`config.mk`:
```
export PLATFORM = sky130hd
export DESIGN_NAME = sar_adc_control_results
export DESIGN_NICKNAME = d
export VERILOG_FILES = /design/src/sar_adc_pkg.sv /design/src/sar_adc_control_results.sv
export VERILOG_INCLUDE_DIRS = /design/src
export SDC_FILE = /design/constraint.sdc
export NUM_CORES = 1
export LEC_CHECK = 0
export ABC_AREA = 1
export BUFFER_PORTS_ARGS = -buffer_cell sky130_fd_sc_hd__buf_4
export CAP_MARGIN = 20
export CELL_PAD_IN_SITES_DETAIL_PLACEMENT = 1
export CELL_PAD_IN_SITES_GLOBAL_PLACEMENT = 1
export CORE_MARGIN = 5
export CORE_UTILIZATION = 40
export DETAILED_ROUTE_END_ITERATION = 16
export PLACE_DENSITY_LB_ADDON = 0.05
export SLEW_MARGIN = 15
export SYNTH_ARGS = -nofsm -noshare
export SYNTH_HDL_FRONTEND = slang
export SYNTH_SLANG_ARGS = --single-unit
```
`constraint.sdc`:
```
create_clock -name CLK_SYS_IN -period 3.2 [get_ports CLK_SYS_IN]
set_clock_uncertainty 0.15 [all_clocks]
set_input_delay 0.32 -clock CLK_SYS_IN [delete_from_list [all_inputs] [get_ports CLK_SYS_IN]]
set_output_delay 0.32 -clock CLK_SYS_IN [all_outputs]
set_load 0.01 [all_outputs]
```
`src/sar_adc_defs.svh`:
```
// register offsets, field positions and timing counts for the converter block
`ifndef SAR_ADC_DEFS_SVH
`define SAR_ADC_DEFS_SVH

// byte addresses on the 8-bit cpu bus (upper byte at even address)
`define RES_A_HI_ADDR 4'h0
`define RES_A_LO_ADDR 4'h1
`define RES_B_HI_ADDR 4'h2
`define RES_B_LO_ADDR 4'h3
`define RES_C_HI_ADDR 4'h4
`define RES_C_LO_ADDR 4'h5
`define RES_D_HI_ADDR 4'h6
`define RES_D_LO_ADDR 4'h7
`define CTRL_STATUS_ADDR 4'h8
`define TRIG_CTRL_ADDR 4'h9

// converter_control_status fields
`define CS_END_FLAG 7
`define CS_IRQ_EN 6
`define CS_START 5
`define CS_SCAN 4
`define CS_TIME_SEL 3
`define CS_CH_MSB 2
// converter_trigger_control fields
`define TC_TRIG_EN 7
`define TC_RSV_ONES 6'h3F

`define RESULT_BITS 10
`define RESULT_PAD 6'h00
`define MSB_TRIAL 10'h200

// timing: states at the reference rate, mapped to this clock
`define CLK_MHZ 25
`define REF_MHZ 20
`define STATES_SLOW 134
`define STATES_FAST 70
`define T_SLOW_NS (`STATES_SLOW * 1000 / `REF_MHZ)
`define T_FAST_NS (`STATES_FAST * 1000 / `REF_MHZ)
// slow is a longest time (round down), fast is a least time (round up)
`define CYC_SLOW (`T_SLOW_NS * `CLK_MHZ / 1000)
`define CYC_FAST ((`T_FAST_NS * `CLK_MHZ + 999) / 1000)
`define SAMPLE_MIN_CYC 8
`define BIT_CYC_SLOW ((`CYC_SLOW - `SAMPLE_MIN_CYC) / `RESULT_BITS)
`define BIT_CYC_FAST ((`CYC_FAST - `SAMPLE_MIN_CYC) / `RESULT_BITS)
`define SAMP_CYC_SLOW (`CYC_SLOW - `RESULT_BITS * `BIT_CYC_SLOW)
`define SAMP_CYC_FAST (`CYC_FAST - `RESULT_BITS * `BIT_CYC_FAST)

`endif

```
`src/sar_adc_pkg.sv`:
```
// types for the converter block
`default_nettype none
package sar_adc_pkg;
    typedef enum logic [1:0] {IDLE, SAMPLE, BITS} conv_state_t;

    typedef struct packed {
        logic [3:0][9:0] result;
        logic [7:0] temp_lo;
        logic [15:0] rdata;
        logic end_flag;
        logic irq_en;
        logic start;
        logic scan;
        logic time_sel;
        logic [2:0] chan;
        logic trig_en;
        logic trig_rsv0;
        logic clear_armed;
        conv_state_t fsm;
        logic [7:0] cnt;
        logic [3:0] bit_idx;
        logic [9:0] code;
        logic [2:0] cur_ch;
        logic [2:0] trig_sync;
        logic trig_val;
        logic [2:0] comp_sync;
        logic comp_val;
    } adc_state_t;
endpackage : sar_adc_pkg
`default_nettype wire

```
`src/sar_adc_control_results.sv`:
```
// control, sequencing and result registers of the 8-channel 10-bit sar converter
//
// Contract
// [RULE_01] convert each selected input by successive approximation into a 10-bit result
// [RULE_02] one channel never converts faster than 3.5 us
// [RULE_03] inputs 0..3 are group 0, inputs 4..7 are group 1
// [RULE_04] single mode converts one selected channel once
// [RULE_05] scan mode converts one to four channels repeatedly in sequence
// [RULE_06] start by software write or by an edge on the trigger pin
// [RULE_07] four 16-bit read-only result registers; writes change nothing
// [RULE_08] inputs 0/4, 1/5, 2/6, 3/7 store to results a, b, c, d
// [RULE_09] result sits left-justified in bits 15..6
// [RULE_10] the six low result bits always read zero
// [RULE_11] upper byte read directly, lower byte via latch; word reads allowed
// [RULE_12] reading an upper byte copies that register's lower byte to the latch
// [RULE_13] software reads upper byte before lower byte
// [RULE_14] reset clears all four results to zero
// [RULE_15] single mode sets the end flag (bit 7) on completion
// [RULE_16] scan mode sets the end flag after each full pass
// [RULE_17] end flag clears only by writing 0 after reading it as 1
// [RULE_18] interrupt request while end flag and enable bit 6 are both set
// [RULE_19] start bit 5 begins; single self-clears; scan runs until cleared
// [RULE_20] bit 4 selects single (0) or scan (1) mode
// [RULE_21] channel field picks one input, or in scan the group's first n inputs
// [RULE_22] time select gives 134 states when 0, 70 states when 1
// [RULE_23] writing 1 to the end flag does nothing
`include "sar_adc_defs.svh"
`timescale 1ns/1ns
`default_nettype none

module sar_adc_control_results (
    // clock and reset
    input wire logic CLK_SYS_IN,
    input wire logic SYS_RST_IN,
    // 8-bit cpu bus
    input wire logic [3:0] BUS_ADDR_IN,
    input wire logic BUS_RD_IN,
    input wire logic BUS_WR_IN,
    input wire logic BUS_WORD_IN,
    input wire logic [7:0] BUS_WDATA_IN,
    output logic [15:0] BUS_RDATA_OUT,
    // trigger and system
    input wire logic EXT_TRIGGER_IN,
    input wire logic TRIG_RISE_IN,
    input wire logic STANDBY_IN,
    // analog front end
    input wire logic COMP_IN,
    output logic SAMPLE_OUT,
    output logic [9:0] DAC_CODE_OUT,
    output logic [2:0] CHANNEL_OUT,
    // status
    output logic BUSY_OUT,
    output logic CONVERSION_END_IRQ_OUT
);

    sar_adc_pkg::adc_state_t s_q;
    sar_adc_pkg::adc_state_t s_d;

    // phase lengths in system clocks
    localparam logic [7:0] SAMP_SLOW = 8'(`SAMP_CYC_SLOW);
    localparam logic [7:0] SAMP_FAST = 8'(`SAMP_CYC_FAST);
    localparam logic [7:0] BIT_SLOW = 8'(`BIT_CYC_SLOW);
    localparam logic [7:0] BIT_FAST = 8'(`BIT_CYC_FAST);

    // agreement filter: a new pin level counts once stages two and three match
    function automatic logic agree(input logic [2:0] sync, input logic held);
        agree = (sync[2] == sync[1]) ? sync[2] : held;
    endfunction : agree

    // byte addresses 0..7 are the result registers, upper byte at the even one
    function automatic logic is_result(input logic [3:0] a);
        is_result = (a[3] == 1'b0);
    endfunction : is_result

    function automatic logic is_status(input logic [3:0] a);
        is_status = (a == `CTRL_STATUS_ADDR);
    endfunction : is_status

    function automatic logic is_trig_ctrl(input logic [3:0] a);
        is_trig_ctrl = (a == `TRIG_CTRL_ADDR);
    endfunction : is_trig_ctrl

    // scan always starts at the first input of the selected group
    function automatic logic [2:0] group_base(input logic [2:0] ch);
        group_base = {ch[2], 2'b00}; // RULE_03
    endfunction : group_base

    // walk the scan set, back to the group's first input after the last one
    function automatic logic [2:0] next_scan_ch(input logic [2:0] cur, input logic [2:0] ch);
        next_scan_ch = (cur[1:0] == ch[1:0]) ? group_base(ch) : cur + 3'h1; // RULE_05
    endfunction : next_scan_ch

    // the sample phase takes what the ten bit periods leave of the total
    function automatic logic [7:0] samp_cycles(input logic ts);
        samp_cycles = ts ? SAMP_FAST : SAMP_SLOW; // RULE_22 RULE_02
    endfunction : samp_cycles

    function automatic logic [7:0] bit_cycles(input logic ts);
        bit_cycles = ts ? BIT_FAST : BIT_SLOW; // RULE_22 RULE_02
    endfunction : bit_cycles

    // one approximation step: keep or drop the trial bit, then try the next one
    function automatic logic [9:0] sar_step(input logic [9:0] c, input logic [3:0] i,
        input logic keep);
        sar_step = c;
        if (!keep) begin
            sar_step[i] = 1'b0; // RULE_01
        end
        if (i != 4'h0) begin
            sar_step[i - 4'h1] = 1'b1; // RULE_01
        end
    endfunction : sar_step

    // status byte as the bus reads it
    function automatic logic [7:0] status_byte(input sar_adc_pkg::adc_state_t s);
        status_byte = {
            s.end_flag,
            s.irq_en,
            s.start,
            s.scan,
            s.time_sel,
            s.chan
        };
    endfunction : status_byte

    // bits six to one have no storage and always read as ones
    function automatic logic [7:0] trig_byte(input sar_adc_pkg::adc_state_t s);
        trig_byte = {
            s.trig_en,
            `TC_RSV_ONES,
            s.trig_rsv0
        };
    endfunction : trig_byte

    // decoded bus strobes and phase ends
    logic [3:0][15:0] res_words;
    logic [15:0] sel_word;
    logic word_rd;
    logic hi_rd;
    logic lo_rd;
    logic status_rd;
    logic trig_rd;
    logic status_wr;
    logic trig_wr;
    logic trig_edge;
    logic samp_done;
    logic bit_done;
    logic pass_end;
    logic [9:0] code_nx;
    logic [2:0] first_ch;

    // one bus view per result register, code left-justified over zero padding
    for (genvar g = 0; g < 4; g++) begin : g_res_word
        assign res_words[g] = {s_q.result[g], `RESULT_PAD}; // RULE_09 RULE_10
    end

    // byte reads of a result: upper byte direct, lower byte from the latch
    assign sel_word = res_words[BUS_ADDR_IN[2:1]];
    assign word_rd = BUS_RD_IN && is_result(BUS_ADDR_IN) && BUS_WORD_IN;
    assign hi_rd = BUS_RD_IN && is_result(BUS_ADDR_IN) && !BUS_WORD_IN && !BUS_ADDR_IN[0];
    assign lo_rd = BUS_RD_IN && is_result(BUS_ADDR_IN) && !BUS_WORD_IN && BUS_ADDR_IN[0];
    assign status_rd = BUS_RD_IN && is_status(BUS_ADDR_IN);
    assign trig_rd = BUS_RD_IN && is_trig_ctrl(BUS_ADDR_IN);
    // result addresses take no write strobe at all
    assign status_wr = BUS_WR_IN && is_status(BUS_ADDR_IN); // RULE_07
    assign trig_wr = BUS_WR_IN && is_trig_ctrl(BUS_ADDR_IN);
    assign samp_done = (s_q.cnt == samp_cycles(s_q.time_sel) - 8'h01);
    assign bit_done = (s_q.cnt == bit_cycles(s_q.time_sel) - 8'h01);
    assign code_nx = sar_step(s_q.code, s_q.bit_idx, s_q.comp_val);
    // last channel of a pass is the one the channel field names
    assign pass_end = (s_q.cur_ch[1:0] == s_q.chan[1:0]); // RULE_16

    always_comb begin
        s_d = s_q;
        trig_edge = 1'b0;
        first_ch = 3'h0;

        // pin inputs: three stages, then the agreement filter
        s_d.trig_sync = {s_q.trig_sync[1:0], EXT_TRIGGER_IN};
        s_d.trig_val = agree(s_q.trig_sync, s_q.trig_val);
        s_d.comp_sync = {s_q.comp_sync[1:0], COMP_IN};
        s_d.comp_val = agree(s_q.comp_sync, s_q.comp_val);
        // filtered level starts low, so a pin held high at reset reads as a rise
        trig_edge = (s_d.trig_val != s_q.trig_val) && (s_d.trig_val == TRIG_RISE_IN);

        // bus reads: data registered, answered one cycle after the strobe
        if (word_rd) begin
            // a word read leaves the latch alone
            s_d.rdata = sel_word; // RULE_11
        end else if (hi_rd) begin
            s_d.rdata = {8'h00, sel_word[15:8]}; // RULE_11
            s_d.temp_lo = sel_word[7:0]; // RULE_12
        end else if (lo_rd) begin
            // every odd result address returns the one shared latch
            s_d.rdata = {8'h00, s_q.temp_lo}; // RULE_11
        end else if (status_rd) begin
            s_d.rdata = {8'h00, status_byte(s_q)};
            if (s_q.end_flag) begin
                s_d.clear_armed = 1'b1; // RULE_17
            end
        end else if (trig_rd) begin
            s_d.rdata = {8'h00, trig_byte(s_q)};
        end else if (BUS_RD_IN) begin
            // unmapped addresses read as zero
            s_d.rdata = 16'h0000;
        end

        // bus writes; result registers ignore writes
        if (status_wr) begin // RULE_07
            if (s_q.clear_armed && !BUS_WDATA_IN[`CS_END_FLAG]) begin
                s_d.end_flag = 1'b0; // RULE_17 RULE_23
            end
            // any status write disarms, so a stale read cannot clear a later flag
            s_d.clear_armed = 1'b0;
            s_d.irq_en = BUS_WDATA_IN[`CS_IRQ_EN];
            s_d.start = BUS_WDATA_IN[`CS_START]; // RULE_06 RULE_19
            s_d.scan = BUS_WDATA_IN[`CS_SCAN]; // RULE_20
            s_d.time_sel = BUS_WDATA_IN[`CS_TIME_SEL];
            s_d.chan = BUS_WDATA_IN[`CS_CH_MSB:0];
        end else if (trig_wr) begin
            s_d.trig_en = BUS_WDATA_IN[`TC_TRIG_EN];
            s_d.trig_rsv0 = BUS_WDATA_IN[0];
        end
        if (trig_edge && s_q.trig_en) begin
            s_d.start = 1'b1; // RULE_06
        end
        if (STANDBY_IN) begin
            s_d.start = 1'b0; // RULE_19
        end

        first_ch = s_d.scan ? group_base(s_d.chan) : s_d.chan; // RULE_03 RULE_21

        unique case (s_q.fsm)
            sar_adc_pkg::IDLE: begin
                if (s_d.start) begin
                    s_d.fsm = sar_adc_pkg::SAMPLE;
                    s_d.cnt = 8'h00;
                    s_d.cur_ch = first_ch; // RULE_04 RULE_21
                end
            end
            sar_adc_pkg::SAMPLE: begin
                s_d.cnt = s_q.cnt + 8'h01;
                if (samp_done) begin
                    s_d.fsm = sar_adc_pkg::BITS;
                    s_d.cnt = 8'h00;
                    s_d.bit_idx = 4'h9;
                    s_d.code = `MSB_TRIAL;
                end
            end
            sar_adc_pkg::BITS: begin
                s_d.cnt = s_q.cnt + 8'h01;
                if (bit_done) begin
                    s_d.cnt = 8'h00;
                    // decision uses the filtered comparator, a few cycles behind the code
                    s_d.code = code_nx; // RULE_01
                    if (s_q.bit_idx == 4'h0) begin
                        s_d.result[s_q.cur_ch[1:0]] = code_nx; // RULE_08
                        if (!s_q.scan) begin
                            s_d.start = 1'b0; // RULE_19 RULE_04
                            // a hardware set wins over a clear in the same cycle
                            s_d.end_flag = 1'b1; // RULE_15
                            s_d.fsm = sar_adc_pkg::IDLE;
                        end else begin
                            s_d.fsm = sar_adc_pkg::SAMPLE; // RULE_05
                            s_d.cur_ch = next_scan_ch(s_q.cur_ch, s_q.chan);
                            if (pass_end) begin
                                s_d.end_flag = 1'b1; // RULE_16
                            end
                        end
                    end else begin
                        s_d.bit_idx = s_q.bit_idx - 4'h1;
                    end
                end
            end
        endcase
        // start cleared by software or standby stops the sequence at once
        if (s_q.fsm != sar_adc_pkg::IDLE && !s_d.start) begin // RULE_19
            s_d.fsm = sar_adc_pkg::IDLE;
            s_d.code = 10'h000;
        end
    end

    always_ff @(posedge CLK_SYS_IN or posedge SYS_RST_IN) begin
        if (SYS_RST_IN) begin
            s_q <= '0; // RULE_14
        end else begin
            s_q <= s_d;
        end
    end

    assign BUS_RDATA_OUT = s_q.rdata;
    assign SAMPLE_OUT = (s_q.fsm == sar_adc_pkg::SAMPLE);
    assign DAC_CODE_OUT = s_q.code;
    assign CHANNEL_OUT = s_q.cur_ch;
    assign BUSY_OUT = (s_q.fsm != sar_adc_pkg::IDLE);
    assign CONVERSION_END_IRQ_OUT = s_q.end_flag & s_q.irq_en; // RULE_18

endmodule : sar_adc_control_results
`default_nettype wire

```
==> flow_summary_export.csv <==
group,metric,value,unit
outcome,outcome,"completed",
global_routing,grt_pass1_wl,25.13,mm
clocking,cts_setup_buffers,0,
logic_synthesis,synth_ff_type,"dfrtp_1",
timing,relSlewSlack,57.05,%
critical_path,cp_cell_sequence,"inv_1, ha_1, clkinv_1, nor2_4, inv_4, nor2_8, nand2_2, nand2_1, o21ai_1",
logic_synthesis,synth_top_family_by_area,"simple AND/OR/NAND/NOR gates",
logic_synthesis,synth.distinct_cells,37,
detailed_routing,ant_nets,0,
run,max-cap-violations,0,
layout,fillers,1657,
logic_synthesis,synth_compound_area_share,13.98,%
logic_synthesis,syn_avg_cell_area,8.087,µm²
global_routing,grt_pass1_vias,4779,
layout,layout.nets,748,
clocking,cts_buffers,9,
critical_path,cp-end-kind,"flip-flop",
global_routing,grt_use_total,19.16,%
min_path,hold_class,"primary input to flip-flop",
logic_synthesis,syn-num-nets,731,
logic_synthesis,synth.most_common_cell,"nand2_1",
power,p_leak,2.961,nW
clocking,cts_hold_buf,3,
detailed_routing,vias_per_cell,5.120,
logic_synthesis,synth-xor-area-share,1.376,%
power,intPower,2.389,mW
place,dpl-instance-area,5901,µm²
die,die_h,128.7,µm
detailed_routing,first_pass_iters,4,
clocking,clkTransAtPathRegs,0.07,ns
logic_synthesis,synthCells,697,
layout,antenna_cells,0,
timing,rsz0062_at_grt,"false",
logic_synthesis,synthArstFlopShare,100.0,%
critical_path,cpMaxStageDelayCell,"dfrtp_1",
detailed_routing,drt_iter0_markers,159,
power,sequentialPowerShare,40.6,%
logic_synthesis,netlist_area,5637,µm²
detailed_routing,drc_errors,0,
clocking,clockBufferDepth,2,
critical_path,max_stage_delay,0.40,ns
timing,setup_violations,0,
die,die-area,16570,µm²
critical_path,path_class,"flip-flop to flip-flop",
critical_path,worstSetupStartpointType,"flip-flop",
layout,drive_above_1_share,12.93,%
logic_synthesis,yosys.area.top_type,"dfrtp_1",
global_routing,grt_overflow,0,
timing,max_freq,0.3925,GHz
logic_synthesis,synthAdderAreaFrac,3.063,%
timing,final.min_clock_period,2.548,ns
power,finalPower,3.749,mW
global_routing,grt_max_degree,62,
logic_synthesis,ys_top_cells_by_count,"nand2_1, dfrtp_1, inv_1, o21ai_0, nand3_1",
timing,hold_viol_final,0,
critical_path,arrival,2.63,ns
timing,fin_crit_sh,79.62,%
die,core_area,13830,µm²
power,irDropWorstVdd,0.2910,mV
timing,finalSetupTns,0,ns
die,rows,43,
detailed_routing,drt_wl_total,15.14,mm
die,ios,53,
logic_synthesis,synthSimpleGateAreaFrac,23.55,%
logic_synthesis,synth_area_leaders,"dfrtp_1, nand2_1, o21ai_0",
layout,stdcell_area,6238,µm²
detailed_routing,vias,4603,
power,comb_power_share,28.8,%
logic_synthesis,yosys_warnings,0,
die,start_util,40.77,%
place,dp_hpwl,11.32,mm
power,clkPwrFrac,30.6,%
clocking,insertion_delay,0.35,ns
die,die_w,128.7,µm
power,p_switching,1.360,mW
logic_synthesis,muxShareOfSynthArea,0,%
global_routing,antenna_found_initial,0,
clocking,cts_root_buffer,"clkbuf_16",
place,place_congestion,0.8419,
clocking,cts_sinks,104,
timing,finalMaxSlewViolations,0,
detailed_routing,routedWlPerCell,16.84,µm
logic_synthesis,synth_edf_count,0,
layout,area_delta_synth_final,10.68,%
clocking,ctsResizeCount,0,
clocking,cts_tree,"yes",
logic_synthesis,synth-seq-area-share,46.17,%
critical_path,crit_path_max_fanout,20,
logic_synthesis,synth_top_area_share,46.17,%
logic_synthesis,ys_ff_latch,104,
clocking,htreeDepth,3,
power,p_sw_share,36.28,%
timing,tightest_slew,0.6443,ns
power,power.density,601.0,nW/µm²
place,io_buffers,52,
critical_path,crit_required,3.28,ns
-- metrics by stage --
step	util, %	instances	worst slack, ns	hold slack [ns]
5_1_grt	45.12	899	0.4505	0.03375
3_3_place_gp	42.67	880	0.7745	0.1829
4_1_cts	45.12	899	0.6246	0.02735
6_report	45.12	899	0.6522	0.03538
3_5_place_dp	42.67	880	0.6424	0.1807
2_1_floorplan	-	697	1.262	0.1812
-- cell families (layout without fill, tap and decap cells) --
| group | count (synthesis) | count (layout) |
|---|---|---|
| AO/OA/AOI/OAI | 136 | 136 |
| XOR/XNOR | 8 | 8 |
| adder cells (fa/ha/maj) | 14 | 14 |
| buffers and inverters | 124 | 146 |
| flip-flops | 104 | 104 |
| AND/OR/NAND/NOR | 311 | 311 |
-- routing by layer --
metal	vias up	global-route usage, %	wire length [µm]
met5	-	0	0
met4	0	4.015	136
met3	9	4.027	475
met2	48	32.16	7439
met1	2268	25.70	7090
li1	2278	-	-
-- critical path, delay by kind of cell (launching register included) --
| family | cells | cell delay (ns) |
|---|---|---|
| AOI/OAI and AO/OA | 1 | 0.08 |
| buffers and inverters | 3 | 0.56 |
| and+or+nand+nor | 4 | 0.87 |
| DFF | 1 | 0.40 |
| adders and majority gates | 1 | 0.36 |
-- state kept, by name (all words and copies together), names as in the netlist --
signal / flops
s_d: 4
res_words: 40
BUS_RDATA_OUT: 16
s_q: 31
DAC_CODE_OUT: 10
CHANNEL_OUT: 3
-- power groups by stage --
stage | Clock, mW | Sequential [mW] | Combinational [mW]
3_5_place_dp | 0 | 1.55 | 1.08
6_report | 1.15 | 1.52 | 1.08
5_1_grt | 1.23 | 1.54 | 1.21
3_3_place_gp | 0 | 1.54 | 1.06
4_1_cts | 1.19 | 1.52 | 1.09
2_1_floorplan | 0 | 1.50 | 0.810
-- cells in the final DEF, fill, tap and decap left out, types with 3 or more instances in the layout --
cell type,count
dlygate4sd3_1,3
nor3_1,9
a22oi_1,3
dfrtp_1,104
nand3_1,40
nand2_1,199
inv_1,66
o211ai_1,9
xnor2_1,4
clkinv_1,3
ha_1,13
buf_4,54
o21ai_1,33
xor2_1,3
clkbuf_16,9
o21ai_2,7
nand4_1,11
o21ai_0,53
nand2_2,7
nor2_1,38
a21oi_1,19
a32o_1,8
-- worst paths after layout --
kind | start | slack (ns) | end | cells past startpoint
max | s_q[33] | 0.65 | res_words[46] | 9
min | BUS_WDATA_IN[6] | 0.04 | s_q[44] | 3
max reg2reg | s_q[33] | 0.65 | res_words[46] | 9
min reg2reg | s_d[6] | 0.20 | s_d[7] | 0
max in group asynchronous | SYS_RST_IN | 1.81 | s_q[0] | 4
min in group asynchronous | SYS_RST_IN | 0.39 | s_q[68] | 3
-- final cells by class --
class	instances	area [µm²]	area share [%]
clock inverters	4	51.30	0.8223
well taps	180	225.2	3.610
flip-flops and latches	104	2603	41.72
inverters	72	281.5	4.513
multi-input cells	469	2366	37.93
repair buffers	58	455.4	7.300
clock buffers	12	256.5	4.112
No activity file was read; power rests on OpenSTA's default activity.
